## config.mk

```make
export PLATFORM = sky130hd
export DESIGN_NAME = swdc_ctrl
export DESIGN_NICKNAME = d
export VERILOG_FILES = /design/src/logic/swdc_ms_tick.v /design/src/logic/swdc_ctrl.v
export VERILOG_INCLUDE_DIRS = /design/src /design/src/logic
export SDC_FILE = /design/constraint.sdc
export NUM_CORES = 1
export LEC_CHECK = 0
export BUFFER_PORTS_ARGS = -buffer_cell sky130_fd_sc_hd__buf_4
export CAP_MARGIN = 30
export CORE_MARGIN = 5
export CORE_UTILIZATION = 66
export DETAILED_ROUTE_END_ITERATION = 8
export HOLD_SLACK_MARGIN = 0.03
export PLACE_DENSITY = 0.86
export SETUP_SLACK_MARGIN = 0.1
export SYNTH_ARGS = -nofsm -noshare
export SYNTH_HDL_FRONTEND = slang
export SYNTH_SLANG_ARGS = --single-unit
```

## constraint.sdc

```tcl
create_clock -name mclk -period 12.1 [get_ports mclk]
set_clock_uncertainty 0.05 [all_clocks]
set_input_delay 0 -clock mclk [delete_from_list [all_inputs] [get_ports mclk]]
set_output_delay 0 -clock mclk [all_outputs]
set_load 0.05 [all_outputs]
```

## src/logic/swdc_map.vh

```
`ifndef SWDC_MAP_VH
`define SWDC_MAP_VH
// ----------------------------------------------------------------
// Register offsets
// ----------------------------------------------------------------
`define SWDC_REG_ACK_FAIL      4'h0
`define SWDC_REG_PKT_STRENGTH  4'h1
`define SWDC_REG_SLEEP_MODE    4'h2
`define SWDC_REG_SLEEP_PERIOD  4'h3
`define SWDC_REG_WAKE_TIME     4'h4
`define SWDC_REG_PERIOD_COUNT  4'h5
`define SWDC_REG_SLEEP_OPTS    4'h6
`define SWDC_REG_HOST_WAKE     4'h7
`define SWDC_REG_POLL_RATE     4'h8
`define SWDC_REG_PARENT_TO     4'h9
`define SWDC_REG_COMMAND       4'hA
`define SWDC_REG_STATUS        4'hB
`define SWDC_REG_COORD_EN      4'hC
// ----------------------------------------------------------------
// Reset values, limits and defaults
// ----------------------------------------------------------------
`define SWDC_RST_SLEEP_PERIOD  16'h0020
`define SWDC_RST_WAKE_TIME     16'h1388
`define SWDC_RST_PERIOD_COUNT  16'h0001
`define SWDC_RST_PARENT_TO     4'h1
`define SWDC_SP_MIN            16'h0020
`define SWDC_SP_MAX            16'h0AF0
`define SWDC_PO_MAX            16'h03E8
`define SWDC_PO_DEFAULT        16'h000A
`define SWDC_ET_MAX            4'hE
// ----------------------------------------------------------------
// Field positions
// ----------------------------------------------------------------
`define SWDC_OPT_FULL_WAKE     1
`define SWDC_OPT_EXTENDED      2
`define SWDC_CMD_SLEEP_NOW     0
`define SWDC_CMD_SCAN          1
`define SWDC_CMD_JOINED        2
// ----------------------------------------------------------------
// Sleep modes
// ----------------------------------------------------------------
`define SWDC_SM_ROUTER         3'h0
`define SWDC_SM_PIN            3'h1
`define SWDC_SM_CYCLIC         3'h4
`define SWDC_SM_CYCLIC_PIN     3'h5
// ----------------------------------------------------------------
// Timing
// ----------------------------------------------------------------
`define SWDC_CLK_HZ            125000000
`define SWDC_MS_NS             1000000
`define SWDC_CLK_NS            8
`define SWDC_MS_CYCLES         (`SWDC_MS_NS / `SWDC_CLK_NS)
`define SWDC_TICK10_MS         10
`endif

```

## src/logic/swdc_ms_tick.v

```verilog
`timescale 1ns/100ps
module swdc_ms_tick #(
  parameter CYCLES = 125000
) (
  mclk,
  rst_n,
  ms_tick,
  tick10
);
  input  wire mclk;
  input  wire rst_n;
  output reg  ms_tick;
  output reg  tick10;

  reg [16:0] div_q;
  reg [3:0]  dec_q;

  // ----------------------------------------------------------------
  // Millisecond and 10 ms enables
  // ----------------------------------------------------------------
  always @(posedge mclk or negedge rst_n) begin
    if (!rst_n) begin
      div_q   <= 17'h0_0000;
      dec_q   <= 4'h0;
      ms_tick <= 1'b0;
      tick10  <= 1'b0;
    end else begin
      ms_tick <= 1'b0;
      tick10  <= 1'b0;
      if (div_q == CYCLES[16:0] - 17'h0_0001) begin
        div_q   <= 17'h0_0000;
        ms_tick <= 1'b1;
        if (dec_q == 4'h9) begin
          dec_q  <= 4'h0;
          tick10 <= 1'b1;
        end else begin
          dec_q <= dec_q + 4'h1;
        end
      end else begin
        div_q <= div_q + 17'h0_0001;
      end
    end
  end
endmodule

```

## src/logic/swdc_ctrl.v

```verilog
// Decided for this implementation: the address map and the plain strobed port.
`timescale 1ns/100ps
`include "swdc_map.vh"
module swdc_ctrl #(
  parameter MS_CYCLES = `SWDC_MS_CYCLES
) (
  mclk,
  rstn,
  reg_addr,
  reg_wdata,
  reg_wr,
  reg_rd,
  reg_rdata,
  ack_timeout,
  rx_valid,
  rx_strength,
  serial_rx,
  radio_rx,
  data_pending,
  pin_sleep_req,
  scan_energy,
  scan_valid,
  scan_last,
  frame_mode_select,
  char_data,
  char_valid,
  awake,
  sleep_status,
  host_tx_ok,
  poll_req,
  leave_rejoin,
  parent_timeout_code,
  parent_timeout_send,
  parent_timeout_sec,
  buffer_hold_10ms
);
  input  wire        mclk;
  input  wire        rstn;
  input  wire [3:0]  reg_addr;
  input  wire [15:0] reg_wdata;
  input  wire        reg_wr;
  input  wire        reg_rd;
  output reg  [15:0] reg_rdata;
  input  wire        ack_timeout;
  input  wire        rx_valid;
  input  wire [7:0]  rx_strength;
  input  wire        serial_rx;
  input  wire        radio_rx;
  input  wire        data_pending;
  input  wire        pin_sleep_req;
  input  wire [7:0]  scan_energy;
  input  wire        scan_valid;
  input  wire        scan_last;
  input  wire        frame_mode_select;
  output reg  [7:0]  char_data;
  output reg         char_valid;
  output reg         awake;
  output wire        sleep_status;
  output reg         host_tx_ok;
  output reg         poll_req;
  output reg         leave_rejoin;
  output reg  [3:0]  parent_timeout_code;
  output reg         parent_timeout_send;
  output reg  [19:0] parent_timeout_sec;
  output wire [15:0] buffer_hold_10ms;

  localparam ST_AWAKE = 2'h0;
  localparam ST_SLEEP = 2'h1;
  localparam ST_HWAKE = 2'h2;

  reg        rs1_q, rst_n;
  reg [15:0] ack_fail_count_q;
  reg [7:0]  last_packet_strength_q;
  reg [2:0]  sleep_mode_select_q;
  reg [15:0] sleep_period_q;
  reg [15:0] wake_time_q;
  reg [15:0] sleep_period_count_q;
  reg [7:0]  sleep_opts_q;
  reg [15:0] host_wake_delay_q;
  reg [15:0] poll_rate_q;
  reg        coord_en_q;
  reg [1:0]  state_q;
  reg [15:0] wake_cnt_q;
  reg [15:0] sleep_cnt_q;
  reg [15:0] period_num_q;
  reg [15:0] hwake_cnt_q;
  reg [15:0] poll_cnt_q;
  reg        sleep_now_q;
  reg [1:0]  char_ph_q;
  reg [7:0]  hex_q;
  reg        last_q;
  wire       ms_tick, tick10;
  wire       cyclic;
  wire       end_dev_new;
  wire       rx_any;
  wire [15:0] poll_lim;

  // ----------------------------------------------------------------
  // Reset release
  // ----------------------------------------------------------------
  always @(posedge mclk or negedge rstn) begin
    if (!rstn) begin
      rs1_q <= 1'b0;
      rst_n <= 1'b0;
    end else begin
      rs1_q <= 1'b1;
      rst_n <= rs1_q;
    end
  end

  swdc_ms_tick #(.CYCLES(MS_CYCLES)) u_tick (
    .mclk    (mclk),
    .rst_n   (rst_n),
    .ms_tick (ms_tick),
    .tick10  (tick10)
  );

  assign cyclic   = (sleep_mode_select_q == `SWDC_SM_CYCLIC) ||
                    (sleep_mode_select_q == `SWDC_SM_CYCLIC_PIN);
  assign rx_any   = serial_rx | radio_rx;
  assign end_dev_new = (reg_wdata[2:0] != `SWDC_SM_ROUTER);
  assign buffer_hold_10ms = sleep_period_q;
  assign sleep_status = awake;
  assign poll_lim = (poll_rate_q == 16'h0000) ? `SWDC_PO_DEFAULT : poll_rate_q;

  // ----------------------------------------------------------------
  // Register writes and diagnostics
  // ----------------------------------------------------------------
  always @(posedge mclk or negedge rst_n) begin
    if (!rst_n) begin
      ack_fail_count_q       <= 16'h0000;
      last_packet_strength_q <= 8'h00;
      sleep_mode_select_q    <= `SWDC_SM_ROUTER;
      sleep_period_q         <= `SWDC_RST_SLEEP_PERIOD;
      wake_time_q            <= `SWDC_RST_WAKE_TIME;
      sleep_period_count_q   <= `SWDC_RST_PERIOD_COUNT;
      sleep_opts_q           <= 8'h00;
      host_wake_delay_q      <= 16'h0000;
      poll_rate_q            <= 16'h0000;
      parent_timeout_code    <= `SWDC_RST_PARENT_TO;
      coord_en_q             <= 1'b0;
      leave_rejoin           <= 1'b0;
      parent_timeout_send    <= 1'b0;
      sleep_now_q            <= 1'b0;
    end else begin
      leave_rejoin        <= 1'b0;
      parent_timeout_send <= 1'b0;
      sleep_now_q         <= 1'b0;
      if (reg_wr && reg_addr == `SWDC_REG_ACK_FAIL)
        ack_fail_count_q <= reg_wdata;
      else if (ack_timeout && ack_fail_count_q != 16'hFFFF)
        ack_fail_count_q <= ack_fail_count_q + 16'h0001;
      if (rx_valid)
        last_packet_strength_q <= rx_strength;
      else if (reg_wr && reg_addr == `SWDC_REG_PKT_STRENGTH && reg_wdata == 16'h0000)
        last_packet_strength_q <= 8'h00;
      if (reg_wr) begin
        case (reg_addr)
          `SWDC_REG_SLEEP_MODE: begin
            case (reg_wdata[2:0])
              `SWDC_SM_ROUTER, `SWDC_SM_PIN, `SWDC_SM_CYCLIC, `SWDC_SM_CYCLIC_PIN: begin
                if (!(end_dev_new && coord_en_q) && reg_wdata[15:3] == 13'h0000) begin
                  sleep_mode_select_q <= reg_wdata[2:0];
                  if (end_dev_new != (sleep_mode_select_q != `SWDC_SM_ROUTER))
                    leave_rejoin <= 1'b1;
                end
              end
              default: ;
            endcase
          end
          `SWDC_REG_SLEEP_PERIOD:
            if (reg_wdata >= `SWDC_SP_MIN && reg_wdata <= `SWDC_SP_MAX)
              sleep_period_q <= reg_wdata;
          `SWDC_REG_WAKE_TIME:
            if (reg_wdata != 16'h0000)
              wake_time_q <= reg_wdata;
          `SWDC_REG_PERIOD_COUNT:
            if (reg_wdata != 16'h0000)
              sleep_period_count_q <= reg_wdata;
          `SWDC_REG_SLEEP_OPTS:
            sleep_opts_q <= reg_wdata[7:0] & 8'h06;
          `SWDC_REG_HOST_WAKE:
            host_wake_delay_q <= reg_wdata;
          `SWDC_REG_POLL_RATE:
            if (reg_wdata <= `SWDC_PO_MAX)
              poll_rate_q <= reg_wdata;
          `SWDC_REG_PARENT_TO:
            if (reg_wdata <= {12'h000, `SWDC_ET_MAX})
              parent_timeout_code <= reg_wdata[3:0];
          `SWDC_REG_COORD_EN:
            coord_en_q <= reg_wdata[0];
          `SWDC_REG_COMMAND: begin
            sleep_now_q <= reg_wdata[`SWDC_CMD_SLEEP_NOW];
            parent_timeout_send <= reg_wdata[`SWDC_CMD_JOINED] &&
                                   sleep_mode_select_q != `SWDC_SM_ROUTER;
          end
          default: ;
        endcase
      end
    end
  end

  // ----------------------------------------------------------------
  // Parent timeout in seconds
  // ----------------------------------------------------------------
  always @(posedge mclk or negedge rst_n) begin
    if (!rst_n)
      parent_timeout_sec <= 20'h0_0000;
    else if (parent_timeout_code == 4'h0)
      parent_timeout_sec <= 20'h0_000A;
    else
      parent_timeout_sec <= 20'h0_003C << parent_timeout_code;
  end

  // ----------------------------------------------------------------
  // Read port
  // ----------------------------------------------------------------
  always @(posedge mclk or negedge rst_n) begin
    if (!rst_n)
      reg_rdata <= 16'h0000;
    else if (reg_rd) begin
      case (reg_addr)
        `SWDC_REG_ACK_FAIL:     reg_rdata <= ack_fail_count_q;
        `SWDC_REG_PKT_STRENGTH: reg_rdata <= {8'h00, last_packet_strength_q};
        `SWDC_REG_SLEEP_MODE:   reg_rdata <= {13'h0000, sleep_mode_select_q};
        `SWDC_REG_SLEEP_PERIOD: reg_rdata <= sleep_period_q;
        `SWDC_REG_WAKE_TIME:    reg_rdata <= wake_time_q;
        `SWDC_REG_PERIOD_COUNT: reg_rdata <= sleep_period_count_q;
        `SWDC_REG_SLEEP_OPTS:   reg_rdata <= {8'h00, sleep_opts_q};
        `SWDC_REG_HOST_WAKE:    reg_rdata <= host_wake_delay_q;
        `SWDC_REG_POLL_RATE:    reg_rdata <= poll_rate_q;
        `SWDC_REG_PARENT_TO:    reg_rdata <= {12'h000, parent_timeout_code};
        `SWDC_REG_STATUS:       reg_rdata <= {14'h0000, state_q};
        `SWDC_REG_COORD_EN:     reg_rdata <= {15'h0000, coord_en_q};
        default:                reg_rdata <= 16'h0000;
      endcase
    end else
      reg_rdata <= 16'h0000;
  end

  // ----------------------------------------------------------------
  // Sleep sequencer
  // ----------------------------------------------------------------
  always @(posedge mclk or negedge rst_n) begin
    if (!rst_n) begin
      state_q      <= ST_AWAKE;
      awake        <= 1'b1;
      host_tx_ok   <= 1'b1;
      wake_cnt_q   <= 16'h0000;
      sleep_cnt_q  <= 16'h0000;
      period_num_q <= 16'h0000;
      hwake_cnt_q  <= 16'h0000;
    end else begin
      case (state_q)
        ST_AWAKE: begin
          awake <= 1'b1;
          if (rx_any)
            wake_cnt_q <= 16'h0000;
          else if (ms_tick && wake_cnt_q < wake_time_q)
            wake_cnt_q <= wake_cnt_q + 16'h0001;
          if (sleep_mode_select_q == `SWDC_SM_PIN && pin_sleep_req) begin
            state_q <= ST_SLEEP;
            awake   <= 1'b0;
          end else if (cyclic && (sleep_now_q ||
                       (wake_cnt_q >= wake_time_q && !rx_any) ||
                       (!sleep_opts_q[`SWDC_OPT_FULL_WAKE] && !data_pending &&
                        wake_cnt_q != 16'h0000 && !rx_any && 1'b0))) begin
            state_q      <= ST_SLEEP;
            awake        <= 1'b0;
            sleep_cnt_q  <= 16'h0000;
            period_num_q <= 16'h0000;
            host_tx_ok   <= 1'b0;
          end
        end
        ST_SLEEP: begin
          if (sleep_mode_select_q == `SWDC_SM_PIN) begin
            if (!pin_sleep_req)
              state_q <= ST_HWAKE;
          end else if (sleep_mode_select_q == `SWDC_SM_CYCLIC_PIN && pin_sleep_req) begin
            state_q <= ST_HWAKE;
          end else if (!cyclic) begin
            state_q <= ST_HWAKE;
          end else if (tick10) begin
            if (sleep_cnt_q + 16'h0001 >= sleep_period_q) begin
              sleep_cnt_q  <= 16'h0000;
              period_num_q <= period_num_q + 16'h0001;
              if (period_num_q + 16'h0001 >= sleep_period_count_q ||
                  (data_pending && !sleep_opts_q[`SWDC_OPT_EXTENDED]))
                state_q <= ST_HWAKE;
            end else
              sleep_cnt_q <= sleep_cnt_q + 16'h0001;
          end
          if (state_q != ST_SLEEP || sleep_mode_select_q == `SWDC_SM_ROUTER)
            awake <= 1'b1;
          hwake_cnt_q <= 16'h0000;
          wake_cnt_q  <= 16'h0000;
        end
        ST_HWAKE: begin
          awake <= 1'b1;
          if (serial_rx || hwake_cnt_q >= host_wake_delay_q) begin
            host_tx_ok <= 1'b1;
            state_q    <= ST_AWAKE;
          end else if (ms_tick)
            hwake_cnt_q <= hwake_cnt_q + 16'h0001;
        end
        default: state_q <= ST_AWAKE;
      endcase
    end
  end

  // ----------------------------------------------------------------
  // Poll timer
  // ----------------------------------------------------------------
  always @(posedge mclk or negedge rst_n) begin
    if (!rst_n) begin
      poll_cnt_q <= 16'h0000;
      poll_req   <= 1'b0;
    end else begin
      poll_req <= 1'b0;
      if (!awake || sleep_mode_select_q == `SWDC_SM_ROUTER)
        poll_cnt_q <= 16'h0000;
      else if (tick10) begin
        if (poll_cnt_q + 16'h0001 >= poll_lim) begin
          poll_cnt_q <= 16'h0000;
          poll_req   <= 1'b1;
        end else
          poll_cnt_q <= poll_cnt_q + 16'h0001;
      end
    end
  end

  // ----------------------------------------------------------------
  // Energy scan text output
  // ----------------------------------------------------------------
  function [7:0] hex_chr;
    input [3:0] n;
    begin
      hex_chr = (n < 4'hA) ? {4'h3, n} : (8'h37 + {4'h0, n});
    end
  endfunction

  always @(posedge mclk or negedge rst_n) begin
    if (!rst_n) begin
      char_ph_q  <= 2'h0;
      hex_q      <= 8'h00;
      last_q     <= 1'b0;
      char_data  <= 8'h00;
      char_valid <= 1'b0;
    end else begin
      char_valid <= 1'b0;
      case (char_ph_q)
        2'h0: if (scan_valid && !frame_mode_select) begin
          hex_q      <= scan_energy;
          last_q     <= scan_last;
          char_data  <= hex_chr(scan_energy[7:4]);
          char_valid <= 1'b1;
          char_ph_q  <= 2'h1;
        end
        2'h1: begin
          char_data  <= hex_chr(hex_q[3:0]);
          char_valid <= 1'b1;
          char_ph_q  <= 2'h2;
        end
        2'h2: begin
          char_data  <= 8'h2C;
          char_valid <= 1'b1;
          char_ph_q  <= last_q ? 2'h3 : 2'h0;
        end
        2'h3: begin
          char_data  <= 8'h0D;
          char_valid <= 1'b1;
          char_ph_q  <= 2'h0;
        end
        default: char_ph_q <= 2'h0;
      endcase
    end
  end
endmodule

```

==> impl_metrics.toml <==
[worst_setup_path]
worstPathCellList = "and3_1 -> nand3_1 -> nor3_1 -> and3_1 -> and3_1 -> xnor2_1 -> inv_1 -> ha_1 -> o2111a_1 -> nand4_1 -> o21ai_1 -> nor2_1 -> o21ai_1 -> o41ai_1"
crit_slowest_cell = "nor2_1"
cp.arrival_ps = 4820
criticalPathCategory = "flip-flop to flip-flop"
worst-path-stages = 14
rr_endpoint = "sleep_cnt_q[8]"
r2r-start = "sleep_cnt_q[0]"
worst-path-buf-inv = 1
crit_family = "simple AND/OR/NAND/NOR gates"
crit_required_ps = 12490
startpoint = "sleep_cnt_q[0]"
cpPeakStageDelay_ps = 730
endpoint = "sleep_cnt_q[8]"
crit_top_cell = "and3_1"
rr_worst_depth = 14
cp_max_fo = 11
startpoint_type = "flip-flop"
r2r_slack_ps = 7670
cp-end-kind = "flip-flop"

[drt]
wl_um = 46100
antenna_left = 0
vias_per_cell = 6.43
drt_iter0_markers = 1621
wl_per_cell_um = 21.7
drcViolationCount = 0
vias = 13676
dr.pass1.iters = 8

[power_and_ir_drop]
pwr-share-comb_pct = 18.9
p_leak_nw = 8.53
seq_power_share_pct = 43.9
power.switching_uw = 786
clockPowerShare_pct = 37.2
p_per_area_nw_per_um2 = 141
sw_frac_of_total_pct = 30.3
vdd_drop_max_mv = 0.178
p_int_mw = 1.81

[timing]
rsz0062_at_grt = "no"
drv_slew = 0
slew-limit-headroom_pct = 20.0
setup_ws_ps = 7670
fin_crit_sh_pct = 36.6
fin_tns_setup_ps = 0
hold_viol = 0
max_freq_mhz = 226
setup_violations = 0
worst_pin_slew_ps = 1190
period_minus_slack_ps = 4430
finalHoldWorstSlack_ps = 134

[logic_synthesis]
synth_edf_count = 0
synthFlopType = "dfrtp_1"
synth_area_um2 = 15500
yosys_warnings = 0
seq_area_frac_synth_pct = 44.9
yosysUniqueCellTypes = 78
syn_area_per_cell_um2 = 9.61
syn_inst = 1610
ys_ff_latch = 277
async_flop_share_pct = 100

[layout]
fillers = 1459
finalNetCount = 1930
syn2layout_area_growth_pct = 19.1
final_area_um2 = 18400
drive_gt1_share_pct = 16.2
diodes = 0
reg_top3 = "parent_timeout_sec: 19 flops, u_tick.div_q: 17 flops"
multi_input_area_um2 = 7840
regMostFlops = "parent_timeout_sec"
regArea_um2 = 6950
largest_reg_flops = 19

[min_path]
holdCritPathClass = "input pin to flip-flop"

[die]
start_util_pct = 66.5
die_x_um = 163
coreArea_um2 = 23300
ioPinCount = 120
die_h_um = 163
die_area_um2 = 26600
rows = 56

[place]
gp_congestion = 0.978
post_dp_cell_area_um2 = 16700
dp_hpwl_um = 31000
pre_cts_ws_ps = 7910
io_buffer_count = 117

[cts]
cts_tree = "done"
worstSkewPairLatency_ps = 560
cts_max_path_buffers = 3
post_cts_resized = 0
path_clk_slew_ps = 60
cts_root_buffer = "clkbuf_16"
numClockSinks = 277
cts-buffers-inserted = 30
cts_setup_buffers = 0
htreeDepth = 1
hold_buffers = 70

[global_routing]
grt_pass1_wl_um = 74600
globalRouteOverflowTotal = 0
grt_max_degree = 71
grt_pass1_vias = 13890
antenna_found_initial = 0
grt.total_usage_pct = 35.2

[run]
drv_cap = 0

[outcome]
outcome = "finished, final reports clean"
==> worst min path at each step <==
stage / cells past startpoint / slack [ps] / end / from
after floorplan: 0 / -350 / rs1_q / rstn
after detailed placement: 1 / -270 / rs1_q / rstn
after global routing: 7 / 180 / wake_cnt_q[0] / radio_rx
after CTS: 7 / 110 / wake_cnt_q[0] / radio_rx
after global placement: 1 / -270 / rs1_q / rstn
final: 7 / 130 / wake_cnt_q[0] / radio_rx
==> cells in the final DEF (no fill, tap or decap), types with 18 or more instances in the layout <==
cell type / n
nand2b_1: 27
ha_1: 95
inv_1: 117
a22oi_1: 42
nand4_1: 29
dfrtp_1: 266
and3_1: 32
buf_4: 133
o21ai_0: 106
nor2_1: 92
xor2_1: 28
mux2i_1: 18
a31oi_1: 41
and2_1: 19
nor3_1: 29
dlygate4sd3_1: 70
nand2_1: 178
clkbuf_16: 31
xnor2_1: 47
a21oi_1: 48
mux2_2: 70
nand3_1: 50
==> cells in the mapped netlist (all sizes together), types with 4 or more instances <==
| cell | instances | area (µm²) |
|---|---|---|
| o21a | 4 | 30.0 |
| xor2 | 28 | 245 |
| o21ai | 115 | 576 |
| nand3 | 50 | 250 |
| xnor2 | 47 | 412 |
| or3 | 5 | 31.3 |
| nand3b | 8 | 60.1 |
| and2 | 22 | 138 |
| and4 | 8 | 70.1 |
| nand4 | 30 | 194 |
| nor3b | 5 | 37.5 |
| o31ai | 11 | 87.6 |
| nand2 | 180 | 681 |
| o22ai | 4 | 25.0 |
| nand2b | 27 | 169 |
| mux2i | 18 | 180 |
| ha | 95 | 1190 |
| dfrtp | 267 | 6680 |
| a22oi | 42 | 315 |
| o211ai | 4 | 30.0 |
| mux2 | 70 | 788 |
| dfstp | 10 | 263 |
| a31o | 5 | 43.8 |
| or2 | 4 | 25.0 |
| a41oi | 5 | 43.8 |
| nor4 | 17 | 121 |
| a31oi | 41 | 257 |
| and3 | 32 | 200 |
| a22o | 15 | 131 |
| nor2b | 15 | 93.8 |
| a211oi | 5 | 42.5 |
| nor3 | 33 | 175 |
| a21oi | 49 | 249 |
| a222oi | 4 | 40.0 |
| nor2 | 92 | 345 |
| inv | 117 | 439 |
| a21o | 11 | 82.6 |
| clkbuf | 47 | 176 |
| a41o | 4 | 40.0 |
| buf | 18 | 101 |
==> worst min-delay path: cells and delay by family <==
family / cells / cell delay [ps]
compound gates: 3 / 270
buf+inv: 2 / 290
simple gates: 2 / 130
==> power by group through the flow <==
stage	clock network [mW]	logic (mW)	registers [mW]
finish	0.966	0.492	1.14
global route	1.01	0.535	1.15
CTS	0.966	0.471	1.13
detailed placement	0	0.422	1.14
global placement	0	0.401	1.14
floorplan	0	0.239	1.17
==> logic make-up (layout without fill, tap and decap cells) <==
family,Yosys count,count (layout),share of synthesized area [%]
simple gates,534,534,17.1
compound gates,356,356,15.2
flops,277,277,44.9
buf+inv,183,380,4.66
fa+ha+maj,95,95,7.68
mux,88,88,6.26
xor+xnor,75,75,4.24
other cells,2,4,0.0485
==> cell type report <==
cell class,instances,area share (%)
clock inverter,11,0.726
clock buffer,44,4.96
sequential,277,37.7
timing repair buffer,207,9.55
multi-input combinational,1152,42.5
tap,319,2.16
inverter,118,2.40
==> per-stage QoR <==
step / utilization (%) / std cells / power (mW)
2_1_floorplan: - / 1612 / 1.41
3_3_place_gp: 71.4 / 1998 / 1.54
3_5_place_dp: 71.7 / 2003 / 1.57
4_1_cts: 79.3 / 2128 / 2.57
5_1_grt: 79.3 / 2128 / 2.70
6_report: 79.3 / 2128 / 2.60
==> metal layers <==
layer / vias up / global-route usage (%) / wire length [µm]
met5: - / 0 / 0
met4: 0 / 17.3 / 2800
met3: 211 / 7.65 / 4550
met2: 803 / 57.6 / 21700
met1: 6570 / 44.7 / 17100
li1: 6092 / - / -
No activity file was read; power rests on OpenSTA's default activity.
